==> src/dte_pkg.sv <==
// Constants, types and register map of the DES/TDES context engine
//==============================================================================
package dte_pkg;
    // Register byte offsets
    localparam logic [7:0] OFS_CFG = 8'h00;
    localparam logic [7:0] OFS_LEN = 8'h04;
    localparam logic [7:0] OFS_SOFT_RST = 8'h08;
    localparam logic [7:0] OFS_DMA_EN = 8'h0C;
    localparam logic [7:0] OFS_IRQ_RAW = 8'h10;
    localparam logic [7:0] OFS_IRQ_MASK = 8'h14;
    localparam logic [7:0] OFS_IRQ_MASKED = 8'h18;
    localparam logic [7:0] OFS_DIN_LO = 8'h40;
    localparam logic [7:0] OFS_DIN_HI = 8'h44;
    localparam logic [7:0] OFS_DOUT_LO = 8'h48;
    localparam logic [7:0] OFS_DOUT_HI = 8'h4C;
    // Context window 0x20..0x3C: key words 0..5, vector words 6..7
    localparam logic [2:0] CTX_SEL = 3'h1;
    localparam logic [2:0] IV_BASE_IDX = 3'h6;
    localparam int KEY_WORDS = 6;
    localparam int IV_WORDS = 2;
    localparam int CTX_WORDS = KEY_WORDS + IV_WORDS;
    // Configuration and status field positions
    localparam int CFG_DIR_BIT = 0;
    localparam int CFG_MODE_LSB = 1;
    localparam int CFG_TRIPLE_BIT = 3;
    localparam int CFG_CTX_RDY_BIT = 4;
    localparam int CFG_IN_RDY_BIT = 5;
    localparam int CFG_OUT_RDY_BIT = 6;
    localparam int CFG_BUSY_BIT = 7;
    // Interrupt bits: 2:0 follow engine state, 5:3 sticky DMA done
    localparam int IRQ_N = 6;
    localparam int DMA_N = 3;
    localparam int IRQ_DMA_LSB = 3;
    // Block size in bytes and last word count of the soft reset sweep
    localparam logic [31:0] BLOCK_BYTES = 32'h0000_0008;
    localparam logic [2:0] SRST_LAST = 3'h7;
    // AXI responses
    localparam logic [1:0] RESP_OKAY = 2'h0;
    localparam logic [1:0] RESP_SLVERR = 2'h2;

    typedef enum logic [1:0] {
        mode_ecb = 2'b00,
        chained_block_mode = 2'b01,
        mode_cfb = 2'b10
    } dte_mode_e;

    typedef enum logic [1:0] {
        ST_IDLE = 2'b00,
        ST_RUN = 2'b01,
        ST_SRST = 2'b10
    } dte_state_e;

    typedef struct packed {
        logic triple;
        dte_mode_e mode;
        logic encrypt;
    } dte_cfg_s;

    typedef struct packed {
        logic awvalid;
        logic [7:0] awaddr;
        logic wvalid;
        logic [31:0] wdata;
        logic [3:0] wstrb;
        logic bready;
        logic arvalid;
        logic [7:0] araddr;
        logic rready;
    } dte_axi_req_s;

    typedef struct packed {
        logic awready;
        logic wready;
        logic bvalid;
        logic [1:0] bresp;
        logic arready;
        logic rvalid;
        logic [31:0] rdata;
        logic [1:0] rresp;
    } dte_axi_rsp_s;
endpackage
==> src/dte_ctx_mem.sv <==
// Context word store with one write port and two registered read ports
`timescale 1ns/1ns
module dte_ctx_mem #(
    parameter int WORDS = 8,
    parameter int WIDTH = 32
) (
    // Clock
    input wire logic clk,
    // Write port
    input wire logic we,
    input wire logic [$clog2(WORDS)-1:0] waddr,
    input wire logic [WIDTH-1:0] wdata,
    // Read ports, data one cycle after address
    input wire logic [$clog2(WORDS)-1:0] raddr_a,
    output logic [WIDTH-1:0] rdata_a,
    input wire logic [$clog2(WORDS)-1:0] raddr_b,
    output logic [WIDTH-1:0] rdata_b
);
    typedef struct packed {
        logic [WORDS-1:0][WIDTH-1:0] mem;
        logic [WIDTH-1:0] rd_a;
        logic [WIDTH-1:0] rd_b;
    } dte_mem_s;

    dte_mem_s s_reg;
    dte_mem_s s_next;

    // Refuse sizes the store cannot serve
    if (WORDS < 2 || WIDTH < 1) begin : g_bad_size
        $error("dte_ctx_mem: bad size");
    end

    // Write and read next values
    always_comb begin
        s_next = s_reg;
        if (we) s_next.mem[waddr] = wdata;
        s_next.rd_a = s_reg.mem[raddr_a];
        s_next.rd_b = s_reg.mem[raddr_b];
    end

    // Storage needs no reset; the soft reset sweep clears it
    always_ff @(posedge clk) begin
        s_reg <= s_next;
    end

    assign rdata_a = s_reg.rd_a;
    assign rdata_b = s_reg.rd_b;
endmodule

==> src/dte_engine.sv <==
// DES/TDES engine context, length, soft reset, DMA and interrupt control
//
// Added by the designer: the placing of the registers and the AXI4-Lite register port.
`timescale 1ns/1ns
module dte_engine
    import dte_pkg::*;
(
    // Clock and reset
    input wire logic clk,
    input wire logic srst,
    // AXI4-Lite register bus
    input wire dte_axi_req_s axi_req,
    output dte_axi_rsp_s axi_rsp,
    // Interrupt and DMA
    output logic irq,
    output logic [DMA_N-1:0] dma_req,
    input wire logic [DMA_N-1:0] dma_done,
    // Cipher core side
    output logic core_start,
    output dte_cfg_s core_cfg,
    output logic [31:0] core_len,
    output logic core_blk_valid,
    output logic [63:0] core_blk_data,
    input wire logic core_blk_ready,
    output logic core_out_ready,
    input wire logic core_out_valid,
    input wire logic [63:0] core_out_data,
    input wire logic [2:0] core_key_idx,
    output logic [31:0] core_key_word
);
    typedef struct packed {
        dte_state_e st;
        logic [2:0] cnt;
        dte_cfg_s cfg;
        logic [31:0] len;
        logic [31:0] remain;
        logic [31:0] out_remain;
        logic [DMA_N-1:0] dma_en;
        logic [IRQ_N-1:0] mask;
        logic [DMA_N-1:0] dma_sticky;
        logic [63:0] din;
        logic blk_valid;
        logic [63:0] dout;
        logic dout_empty;
        logic core_start;
        logic irq;
        logic [DMA_N-1:0] dma_req;
        logic aw_held;
        logic [7:0] awaddr;
        logic w_held;
        logic [31:0] wdata;
        logic [3:0] wstrb;
        logic awready;
        logic wready;
        logic bvalid;
        logic [1:0] bresp;
        logic arready;
        logic rd_wait;
        logic [7:0] raddr;
        logic rvalid;
        logic [31:0] rdata;
        logic [1:0] rresp;
    } dte_regs_s;

    localparam dte_regs_s RST_STATE = '{st: ST_SRST, cfg: '{1'b0, mode_ecb, 1'b0},
        dout_empty: 1'b1, awready: 1'b1, wready: 1'b1, arready: 1'b1, default: '0};

    dte_regs_s s_reg;
    dte_regs_s s_next;
    logic mem_we;
    logic [2:0] mem_waddr;
    logic [31:0] mem_wdata;
    logic [31:0] mem_rdata;
    logic len_go;
    logic sr_go;

    // Byte count left after one block, never below zero
    function automatic logic [31:0] sub_blk(input logic [31:0] x);
        sub_blk = (x > BLOCK_BYTES) ? x - BLOCK_BYTES : 32'h0000_0000;
    endfunction

    // State flags {data out ready, data in ready, context ready}
    function automatic logic [2:0] flags(input dte_regs_s x);
        flags[0] = (x.st == ST_IDLE);
        flags[1] = (x.st == ST_RUN) && !x.blk_valid && (x.remain != 32'h0000_0000);
        flags[2] = !x.dout_empty;
    endfunction

    // Raw interrupt word
    function automatic logic [IRQ_N-1:0] raw_irq(input dte_regs_s x);
        raw_irq = {x.dma_sticky, flags(x)};
    endfunction

    // Address decode shared by read and write
    function automatic logic is_mapped(input logic [7:0] a);
        is_mapped = (a[1:0] == 2'h0) && ((a <= OFS_IRQ_MASKED) || (a[7:5] == CTX_SEL)
            || (a >= OFS_DIN_LO && a <= OFS_DOUT_HI));
    endfunction

    dte_ctx_mem #(
        .WORDS(CTX_WORDS),
        .WIDTH(32)
    ) u_ctx_mem (
        .clk(clk),
        .we(mem_we),
        .waddr(mem_waddr),
        .wdata(mem_wdata),
        .raddr_a(axi_req.araddr[4:2]),
        .rdata_a(mem_rdata),
        .raddr_b(core_key_idx),
        .rdata_b(core_key_word)
    );

    // Next state of bus slave, context and engine control
    always_comb begin
        logic [2:0] fl;
        fl = flags(s_reg);
        s_next = s_reg;
        mem_we = 1'b0;
        mem_waddr = 3'h0;
        mem_wdata = 32'h0000_0000;
        len_go = 1'b0;
        sr_go = 1'b0;
        s_next.core_start = 1'b0;
        // Address and data capture, either order
        if (axi_req.awvalid && s_reg.awready) begin
            s_next.aw_held = 1'b1;
            s_next.awaddr = axi_req.awaddr;
        end
        if (axi_req.wvalid && s_reg.wready) begin
            s_next.w_held = 1'b1;
            s_next.wdata = axi_req.wdata;
            s_next.wstrb = axi_req.wstrb;
        end
        if (s_reg.bvalid && axi_req.bready) s_next.bvalid = 1'b0;
        // Core hand-offs
        if (s_reg.blk_valid && core_blk_ready) s_next.blk_valid = 1'b0;
        if (core_out_valid && s_reg.dout_empty) begin
            s_next.dout = core_out_data;
            s_next.dout_empty = 1'b0;
        end
        // Register write once address and data are both held
        if (s_reg.aw_held && s_reg.w_held && !s_reg.bvalid) begin
            s_next.aw_held = 1'b0;
            s_next.w_held = 1'b0;
            s_next.bvalid = 1'b1;
            s_next.bresp = RESP_OKAY;
            if (!is_mapped(s_reg.awaddr) || s_reg.wstrb != 4'hF) begin
                s_next.bresp = RESP_SLVERR;
            end else if (s_reg.awaddr[7:5] == CTX_SEL) begin
                if (fl[0]) begin
                    mem_we = 1'b1;
                    mem_waddr = s_reg.awaddr[4:2];
                    mem_wdata = s_reg.wdata;
                end
            end else begin
                case (s_reg.awaddr)
                    OFS_CFG: begin
                        if (fl[0]) begin
                            s_next.cfg.encrypt = s_reg.wdata[CFG_DIR_BIT];
                            s_next.cfg.triple = s_reg.wdata[CFG_TRIPLE_BIT];
                            if (s_reg.wdata[CFG_MODE_LSB+:2] != 2'h3) begin
                                s_next.cfg.mode = dte_mode_e'(s_reg.wdata[CFG_MODE_LSB+:2]);
                            end
                        end
                    end
                    OFS_LEN: begin
                        if (fl[0]) begin
                            s_next.len = s_reg.wdata;
                            s_next.remain = s_reg.wdata;
                            s_next.out_remain = s_reg.wdata;
                            if (s_reg.wdata != 32'h0000_0000) begin
                                s_next.st = ST_RUN;
                                s_next.core_start = 1'b1;
                                len_go = 1'b1;
                            end
                        end
                    end
                    OFS_SOFT_RST: sr_go = s_reg.wdata[0] && (s_reg.st != ST_SRST);
                    OFS_DMA_EN: s_next.dma_en = s_reg.wdata[DMA_N-1:0];
                    OFS_IRQ_RAW: begin
                        s_next.dma_sticky = s_reg.dma_sticky & ~s_reg.wdata[IRQ_N-1:IRQ_DMA_LSB];
                    end
                    OFS_IRQ_MASK: s_next.mask = s_reg.wdata[IRQ_N-1:0];
                    OFS_DIN_LO: if (fl[1]) s_next.din[31:0] = s_reg.wdata;
                    OFS_DIN_HI: begin
                        if (fl[1]) begin
                            s_next.din[63:32] = s_reg.wdata;
                            s_next.blk_valid = 1'b1;
                            s_next.remain = sub_blk(s_reg.remain);
                        end
                    end
                    default: s_next.bresp = RESP_OKAY;
                endcase
            end
        end
        // Read: address taken, memory word ready next cycle, then answer
        if (axi_req.arvalid && s_reg.arready) begin
            s_next.arready = 1'b0;
            s_next.raddr = axi_req.araddr;
            s_next.rd_wait = 1'b1;
        end
        if (s_reg.rd_wait) begin
            s_next.rd_wait = 1'b0;
            s_next.rvalid = 1'b1;
            s_next.rresp = is_mapped(s_reg.raddr) ? RESP_OKAY : RESP_SLVERR;
            s_next.rdata = 32'h0000_0000;
            case (s_reg.raddr)
                OFS_CFG: begin
                    s_next.rdata[CFG_DIR_BIT] = s_reg.cfg.encrypt;
                    s_next.rdata[CFG_MODE_LSB+:2] = s_reg.cfg.mode;
                    s_next.rdata[CFG_TRIPLE_BIT] = s_reg.cfg.triple;
                    s_next.rdata[CFG_CTX_RDY_BIT] = fl[0];
                    s_next.rdata[CFG_IN_RDY_BIT] = fl[1];
                    s_next.rdata[CFG_OUT_RDY_BIT] = fl[2];
                    s_next.rdata[CFG_BUSY_BIT] = (s_reg.st == ST_RUN);
                end
                OFS_LEN: s_next.rdata = s_reg.len;
                OFS_SOFT_RST: s_next.rdata[0] = (s_reg.st == ST_SRST);
                OFS_DMA_EN: s_next.rdata[DMA_N-1:0] = s_reg.dma_en;
                OFS_IRQ_RAW: s_next.rdata[IRQ_N-1:0] = raw_irq(s_reg);
                OFS_IRQ_MASK: s_next.rdata[IRQ_N-1:0] = s_reg.mask;
                OFS_IRQ_MASKED: s_next.rdata[IRQ_N-1:0] = raw_irq(s_reg) & s_reg.mask;
                OFS_DOUT_LO: s_next.rdata = s_reg.dout[31:0];
                OFS_DOUT_HI: begin
                    s_next.rdata = s_reg.dout[63:32];
                    if (!s_reg.dout_empty) begin
                        s_next.dout_empty = 1'b1;
                        s_next.out_remain = sub_blk(s_reg.out_remain);
                    end
                end
                default: begin
                    // Vector words read back, key words read as zero
                    if (s_reg.raddr[7:3] == {CTX_SEL, IV_BASE_IDX[2:1]}) s_next.rdata = mem_rdata;
                end
            endcase
        end
        if (s_reg.rvalid && axi_req.rready) begin
            s_next.rvalid = 1'b0;
            s_next.arready = 1'b1;
        end
        // Engine sequencing
        unique case (s_reg.st)
            ST_IDLE: s_next.cnt = 3'h0;
            ST_RUN: if (s_next.out_remain == 32'h0000_0000) s_next.st = ST_IDLE;
            ST_SRST: begin
                mem_we = 1'b1;
                mem_waddr = s_reg.cnt;
                mem_wdata = 32'h0000_0000;
                s_next.cnt = s_reg.cnt + 3'h1;
                if (s_reg.cnt == SRST_LAST) s_next.st = ST_IDLE;
            end
            default: s_next.st = ST_SRST;
        endcase
        // Soft reset clears control, context and data state
        if (sr_go) begin
            s_next.st = ST_SRST;
            s_next.cnt = 3'h0;
            s_next.cfg = RST_STATE.cfg;
            s_next.len = 32'h0000_0000;
            s_next.remain = 32'h0000_0000;
            s_next.out_remain = 32'h0000_0000;
            s_next.dma_en = '0;
            s_next.mask = '0;
            s_next.dma_sticky = '0;
            s_next.din = 64'h0000_0000_0000_0000;
            s_next.blk_valid = 1'b0;
            s_next.dout = 64'h0000_0000_0000_0000;
            s_next.dout_empty = 1'b1;
        end
        // DMA done events win over a clear in the same cycle
        s_next.dma_sticky = s_next.dma_sticky | dma_done;
        s_next.awready = !s_next.aw_held && !s_next.bvalid;
        s_next.wready = !s_next.w_held && !s_next.bvalid;
        s_next.dma_req = s_next.dma_en & flags(s_next);
        s_next.irq = |(raw_irq(s_next) & s_next.mask);
    end

    // State register
    always_ff @(posedge clk) begin
        if (srst) begin
            s_reg <= RST_STATE;
        end else begin
            s_reg <= s_next;
        end
    end

    // Outputs straight from the state register
    assign axi_rsp = '{s_reg.awready, s_reg.wready, s_reg.bvalid, s_reg.bresp,
        s_reg.arready, s_reg.rvalid, s_reg.rdata, s_reg.rresp};
    assign irq = s_reg.irq;
    assign dma_req = s_reg.dma_req;
    assign core_start = s_reg.core_start;
    assign core_cfg = s_reg.cfg;
    assign core_len = s_reg.len;
    assign core_blk_valid = s_reg.blk_valid;
    assign core_blk_data = s_reg.din;
    assign core_out_ready = s_reg.dout_empty;
endmodule

==> config.mk <==
export PLATFORM = sky130hd
export DESIGN_NAME = dte_engine
export DESIGN_NICKNAME = d
export VERILOG_FILES = /design/src/dte_pkg.sv /design/src/dte_ctx_mem.sv /design/src/dte_engine.sv
export SDC_FILE = /design/constraint.sdc
export NUM_CORES = 1
export LEC_CHECK = 0
export ABC_AREA = 1
export BUFFER_PORTS_ARGS = -buffer_cell sky130_fd_sc_hd__buf_2
export CELL_PAD_IN_SITES_DETAIL_PLACEMENT = 2
export CELL_PAD_IN_SITES_GLOBAL_PLACEMENT = 2
export CORE_MARGIN = 2
export CORE_UTILIZATION = 29
export DETAILED_ROUTE_END_ITERATION = 8
export GPL_TIMING_DRIVEN = 0
export MAX_ROUTING_LAYER = met4
export PLACE_DENSITY = 0.77
export SLEW_MARGIN = 0
export SYNTH_ARGS = -nofsm -noshare
export SYNTH_HDL_FRONTEND = slang
export SYNTH_SLANG_ARGS = --single-unit
==> constraint.sdc <==
create_clock -name clk -period 4.4 [get_ports clk]
set_input_delay 1.1 -clock clk [delete_from_list [all_inputs] [get_ports clk]]
set_output_delay 1.1 -clock clk [all_outputs]
set_load 0.05 [all_outputs]
==> metrics <==
outcome completed; Max Clk Rate 262 MHz; Cells after Synth 3989; FF-to-FF End u_ctx_mem.s_reg[81]$_DFFE_PP_; number of synthesized flops with an enable pin 256; TritonRoute pass-1 iters 5; CP bufs+invs 5; CP delay by family, top simple AND/OR/NAND/NOR gates; worst hold margin 0.448 ns; Num CTS Buffers 80; largest net degree at the start of global routing 25; LEAKAGE 15.9 nW; root buf cell clkbuf_16; prevailing post-synth register cell dfxtp_1; setup TNS 0 ns; Sequential Power Share 44.1%; CTS Hold Buffers Added 0; Synth Register Bits 666; RSZ-0062 raised after global routing false; Final Power 15.4 mW; worst-path fanout max 10; relative slew slack 22.7%; nature of the critical path endpoint flop; Core ar. 109000 µm²; layout cells sized above 1 16.3%; sequential area share after synthesis 50.0%; antenna violations before repair 17; Logic pwr share 10.9%; sink of the worst hold path core_blk_data[48]$_SDFFE_PP0P_; cell row count 121; Final Hold Viols 0; Slowest-stage cell, CP nor3_2; CP Data Required Time 4.76 ns; Max Slew Vio Count 0; switching portion of total power 28.3%; Cell Area, Placed 35300 µm²; Final nets 4521; Largest register FFs 256; post-route ant nets 0; first-pass GRT wire length 234000 µm; Via Count 31800; clock share of power 44.9%; clk sink count 666; CTS clock-pin slew for the worst setup and hold paths 0.06 ns; setup violators final 0; Mapped Area 31800 µm²; vias per cell 5.41; Setup Skew 0.0382 ns; post-layout min period 3.81 ns; TritonCTS clock tree yes; DRC viols 0; DP HPWL 125000 µm; Yosys top cell by area dfxtp_1; Ports 311; Yosys cell types 55; Setup CP Type flop to flop; Final Util 35.0%; vias in the first global route 33500; last weighted congestion value of the routability-driven placer 0.949; worst vdd ir 229 µV; HP Class flop to flop; top-area cell type share of the netlist area 25.8%; Async SR Flop Fraction 0%; Reg2Reg Setup Slack 0.59 ns; sw power 4.37 mW; H-tree level count 3; Global Route Usage Sum 29.6%; crit-path most repeated cell inv_1; die height 335 µm; CTS max path bufs 3; Synth Area per Inst 7.96 µm²; Worst Reg-to-Reg Cells 9; P&R area growth vs syn 19.6%; most common cell in the synthesized netlist nand2_1; max_cap viols 0; Tcrit/Tclk final 86.7%; hold depth 2; crit path cell chain inv_1 > nor2_1 > inv_1 > or2_2 > nand3_1 > inv_1 > nor3_2 > buf_6 > buf_4; Yosys warning count 0; reg-to-reg startpoint s_reg[347]$_SDFF_PP1_; Synth area leaders dfxtp_1, edfxtp_1, nand2_1, o21ai_0, nor2_1; PortBufs 304; Wirelength per Cell 28.1 µm; critical path launch point type flop; wirelength, routed 165000 µm; Worst Max-Slew Pin Slew 1.16 ns; max incr delay on CP 0.79 ns; Die Wd 335 µm; crit path from s_reg[347]$_SDFF_PP1_; GRT overflow 0; Hold Startpoint core_blk_data[48]$_SDFFE_PP0P_; Iter 0 DRT Violations 2507; CTS resizes 0; CP Depth 9; Initial Utilization 29.2%; power per cell area 406 nW/µm²; post-CTS setup buffer count 0; Die Footprint 112000 µm²; worst path arrival time 4.18 ns; Synth top cells by count nand2_1, nor2_1, dfxtp_1, o21ai_0, a21oi_1; total internal power 11.1 mW; final instance area 38000 µm²; clk_lat worst skew 0.68 ns
==> stage by stage <==
step	std cells	setup slack, ns
5_1_grt	5870	0.426
2_1_floorplan	3990	0.379
4_1_cts	5864	0.640
3_5_place_dp	5718	0.0466
3_3_place_gp	5708	-2.30
6_report	5871	0.586
==> logic make-up (layout without fill, tap and decap cells) <==
| kind of cell | after synthesis | after routing | share of synthesized area (%) |
|---|---|---|---|
| other | 1 | 9 | 0.0118 |
| buffers and inverters | 742 | 1202 | 11.1 |
| DFF | 666 | 666 | 50.0 |
| adders and majority gates | 4 | 4 | 0.158 |
| xor gates and xnor gates | 23 | 23 | 0.634 |
| AOI/OAI and AO/OA | 1029 | 1029 | 18.0 |
| and+or+nand+nor | 1524 | 1524 | 20.0 |
==> power groups by stage <==
| stage | Combinational, mW | Sequential, mW | Clock, mW |
|---|---|---|---|
| 5_1_grt | 1.77 | 6.82 | 7.25 |
| 2_1_floorplan | 0.868 | 6.85 | 0 |
| 4_1_cts | 1.67 | 6.80 | 6.99 |
| 6_report | 1.69 | 6.81 | 6.94 |
| 3_5_place_dp | 1.65 | 6.93 | 0 |
| 3_3_place_gp | 1.57 | 6.93 | 0 |
==> worst max-delay path by stage <==
stage                     slack (ns)                       endpoint
after detailed placement        0.05   u_ctx_mem.rdata_a[9]$_DFF_P_
after global routing            0.43  u_ctx_mem.s_reg[81]$_DFFE_PP_
after floorplan                 0.38  u_ctx_mem.s_reg[64]$_DFFE_PP_
after global placement         -2.30  u_ctx_mem.s_reg[81]$_DFFE_PP_
final                           0.59  u_ctx_mem.s_reg[81]$_DFFE_PP_
after CTS                       0.64  u_ctx_mem.s_reg[78]$_DFFE_PP_
==> placed cells by master (no fill, tap or decap), types with 8 or more instances in the layout <==
master     count
clkbuf_8      14
nand4_1       30
o21ai_1       14
buf_1         20
clkbuf_1     198
nor2_4        15
xor2_1        16
nor2_1       496
nor3_1        18
a31oi_1       65
nand2_1      705
buf_2        329
nor2_2        11
dfxtp_1      410
nand3_1      209
clkbuf_16     81
a41o_1        22
o22ai_1       18
inv_1        301
o211ai_1      69
a211oi_1      41
nor4_1         9
clkinv_2      16
a21oi_1      368
nand2_2        8
inv_2         23
edfxtp_1     256
o21ai_0      410
buf_4        182
==> layer usage <==
| metal | track usage [%] | share of wire, % | vias up |
|---|---|---|---|
| met3 | 4.26 | 5.8 | 323 |
| met4 | 15.6 | 5.6 | 0 |
| li1 | - | - | 14100 |
| met5 | - | 0 | - |
| met1 | 36.1 | 42 | 16200 |
| met2 | 47.4 | 47 | 1180 |
==> worst reg2reg max path: cells and delay by family (launching register included) <==
family	cells	cell delay [ns]
buffers and inverters	5	1.12
flip-flops	1	0.41
AND/OR/NAND/NOR	4	1.98
==> layout make-up <==
| type | instances | area (µm²) |
|---|---|---|
| Fill cell | 12600 | 70700 |
| Sequential cell | 666 | 15900 |
| Multi-Input combinational cell | 2582 | 12400 |
| Buffer | 415 | 2310 |
| Clock buffer | 111 | 2280 |
| Tap cell | 1414 | 1770 |
| Timing Repair Buffer | 314 | 1700 |
| Inverter | 327 | 1230 |
| Clock inverter | 35 | 410 |
| Antenna cell | 7 | 17.5 |
Power figures use the tool's default switching activity.
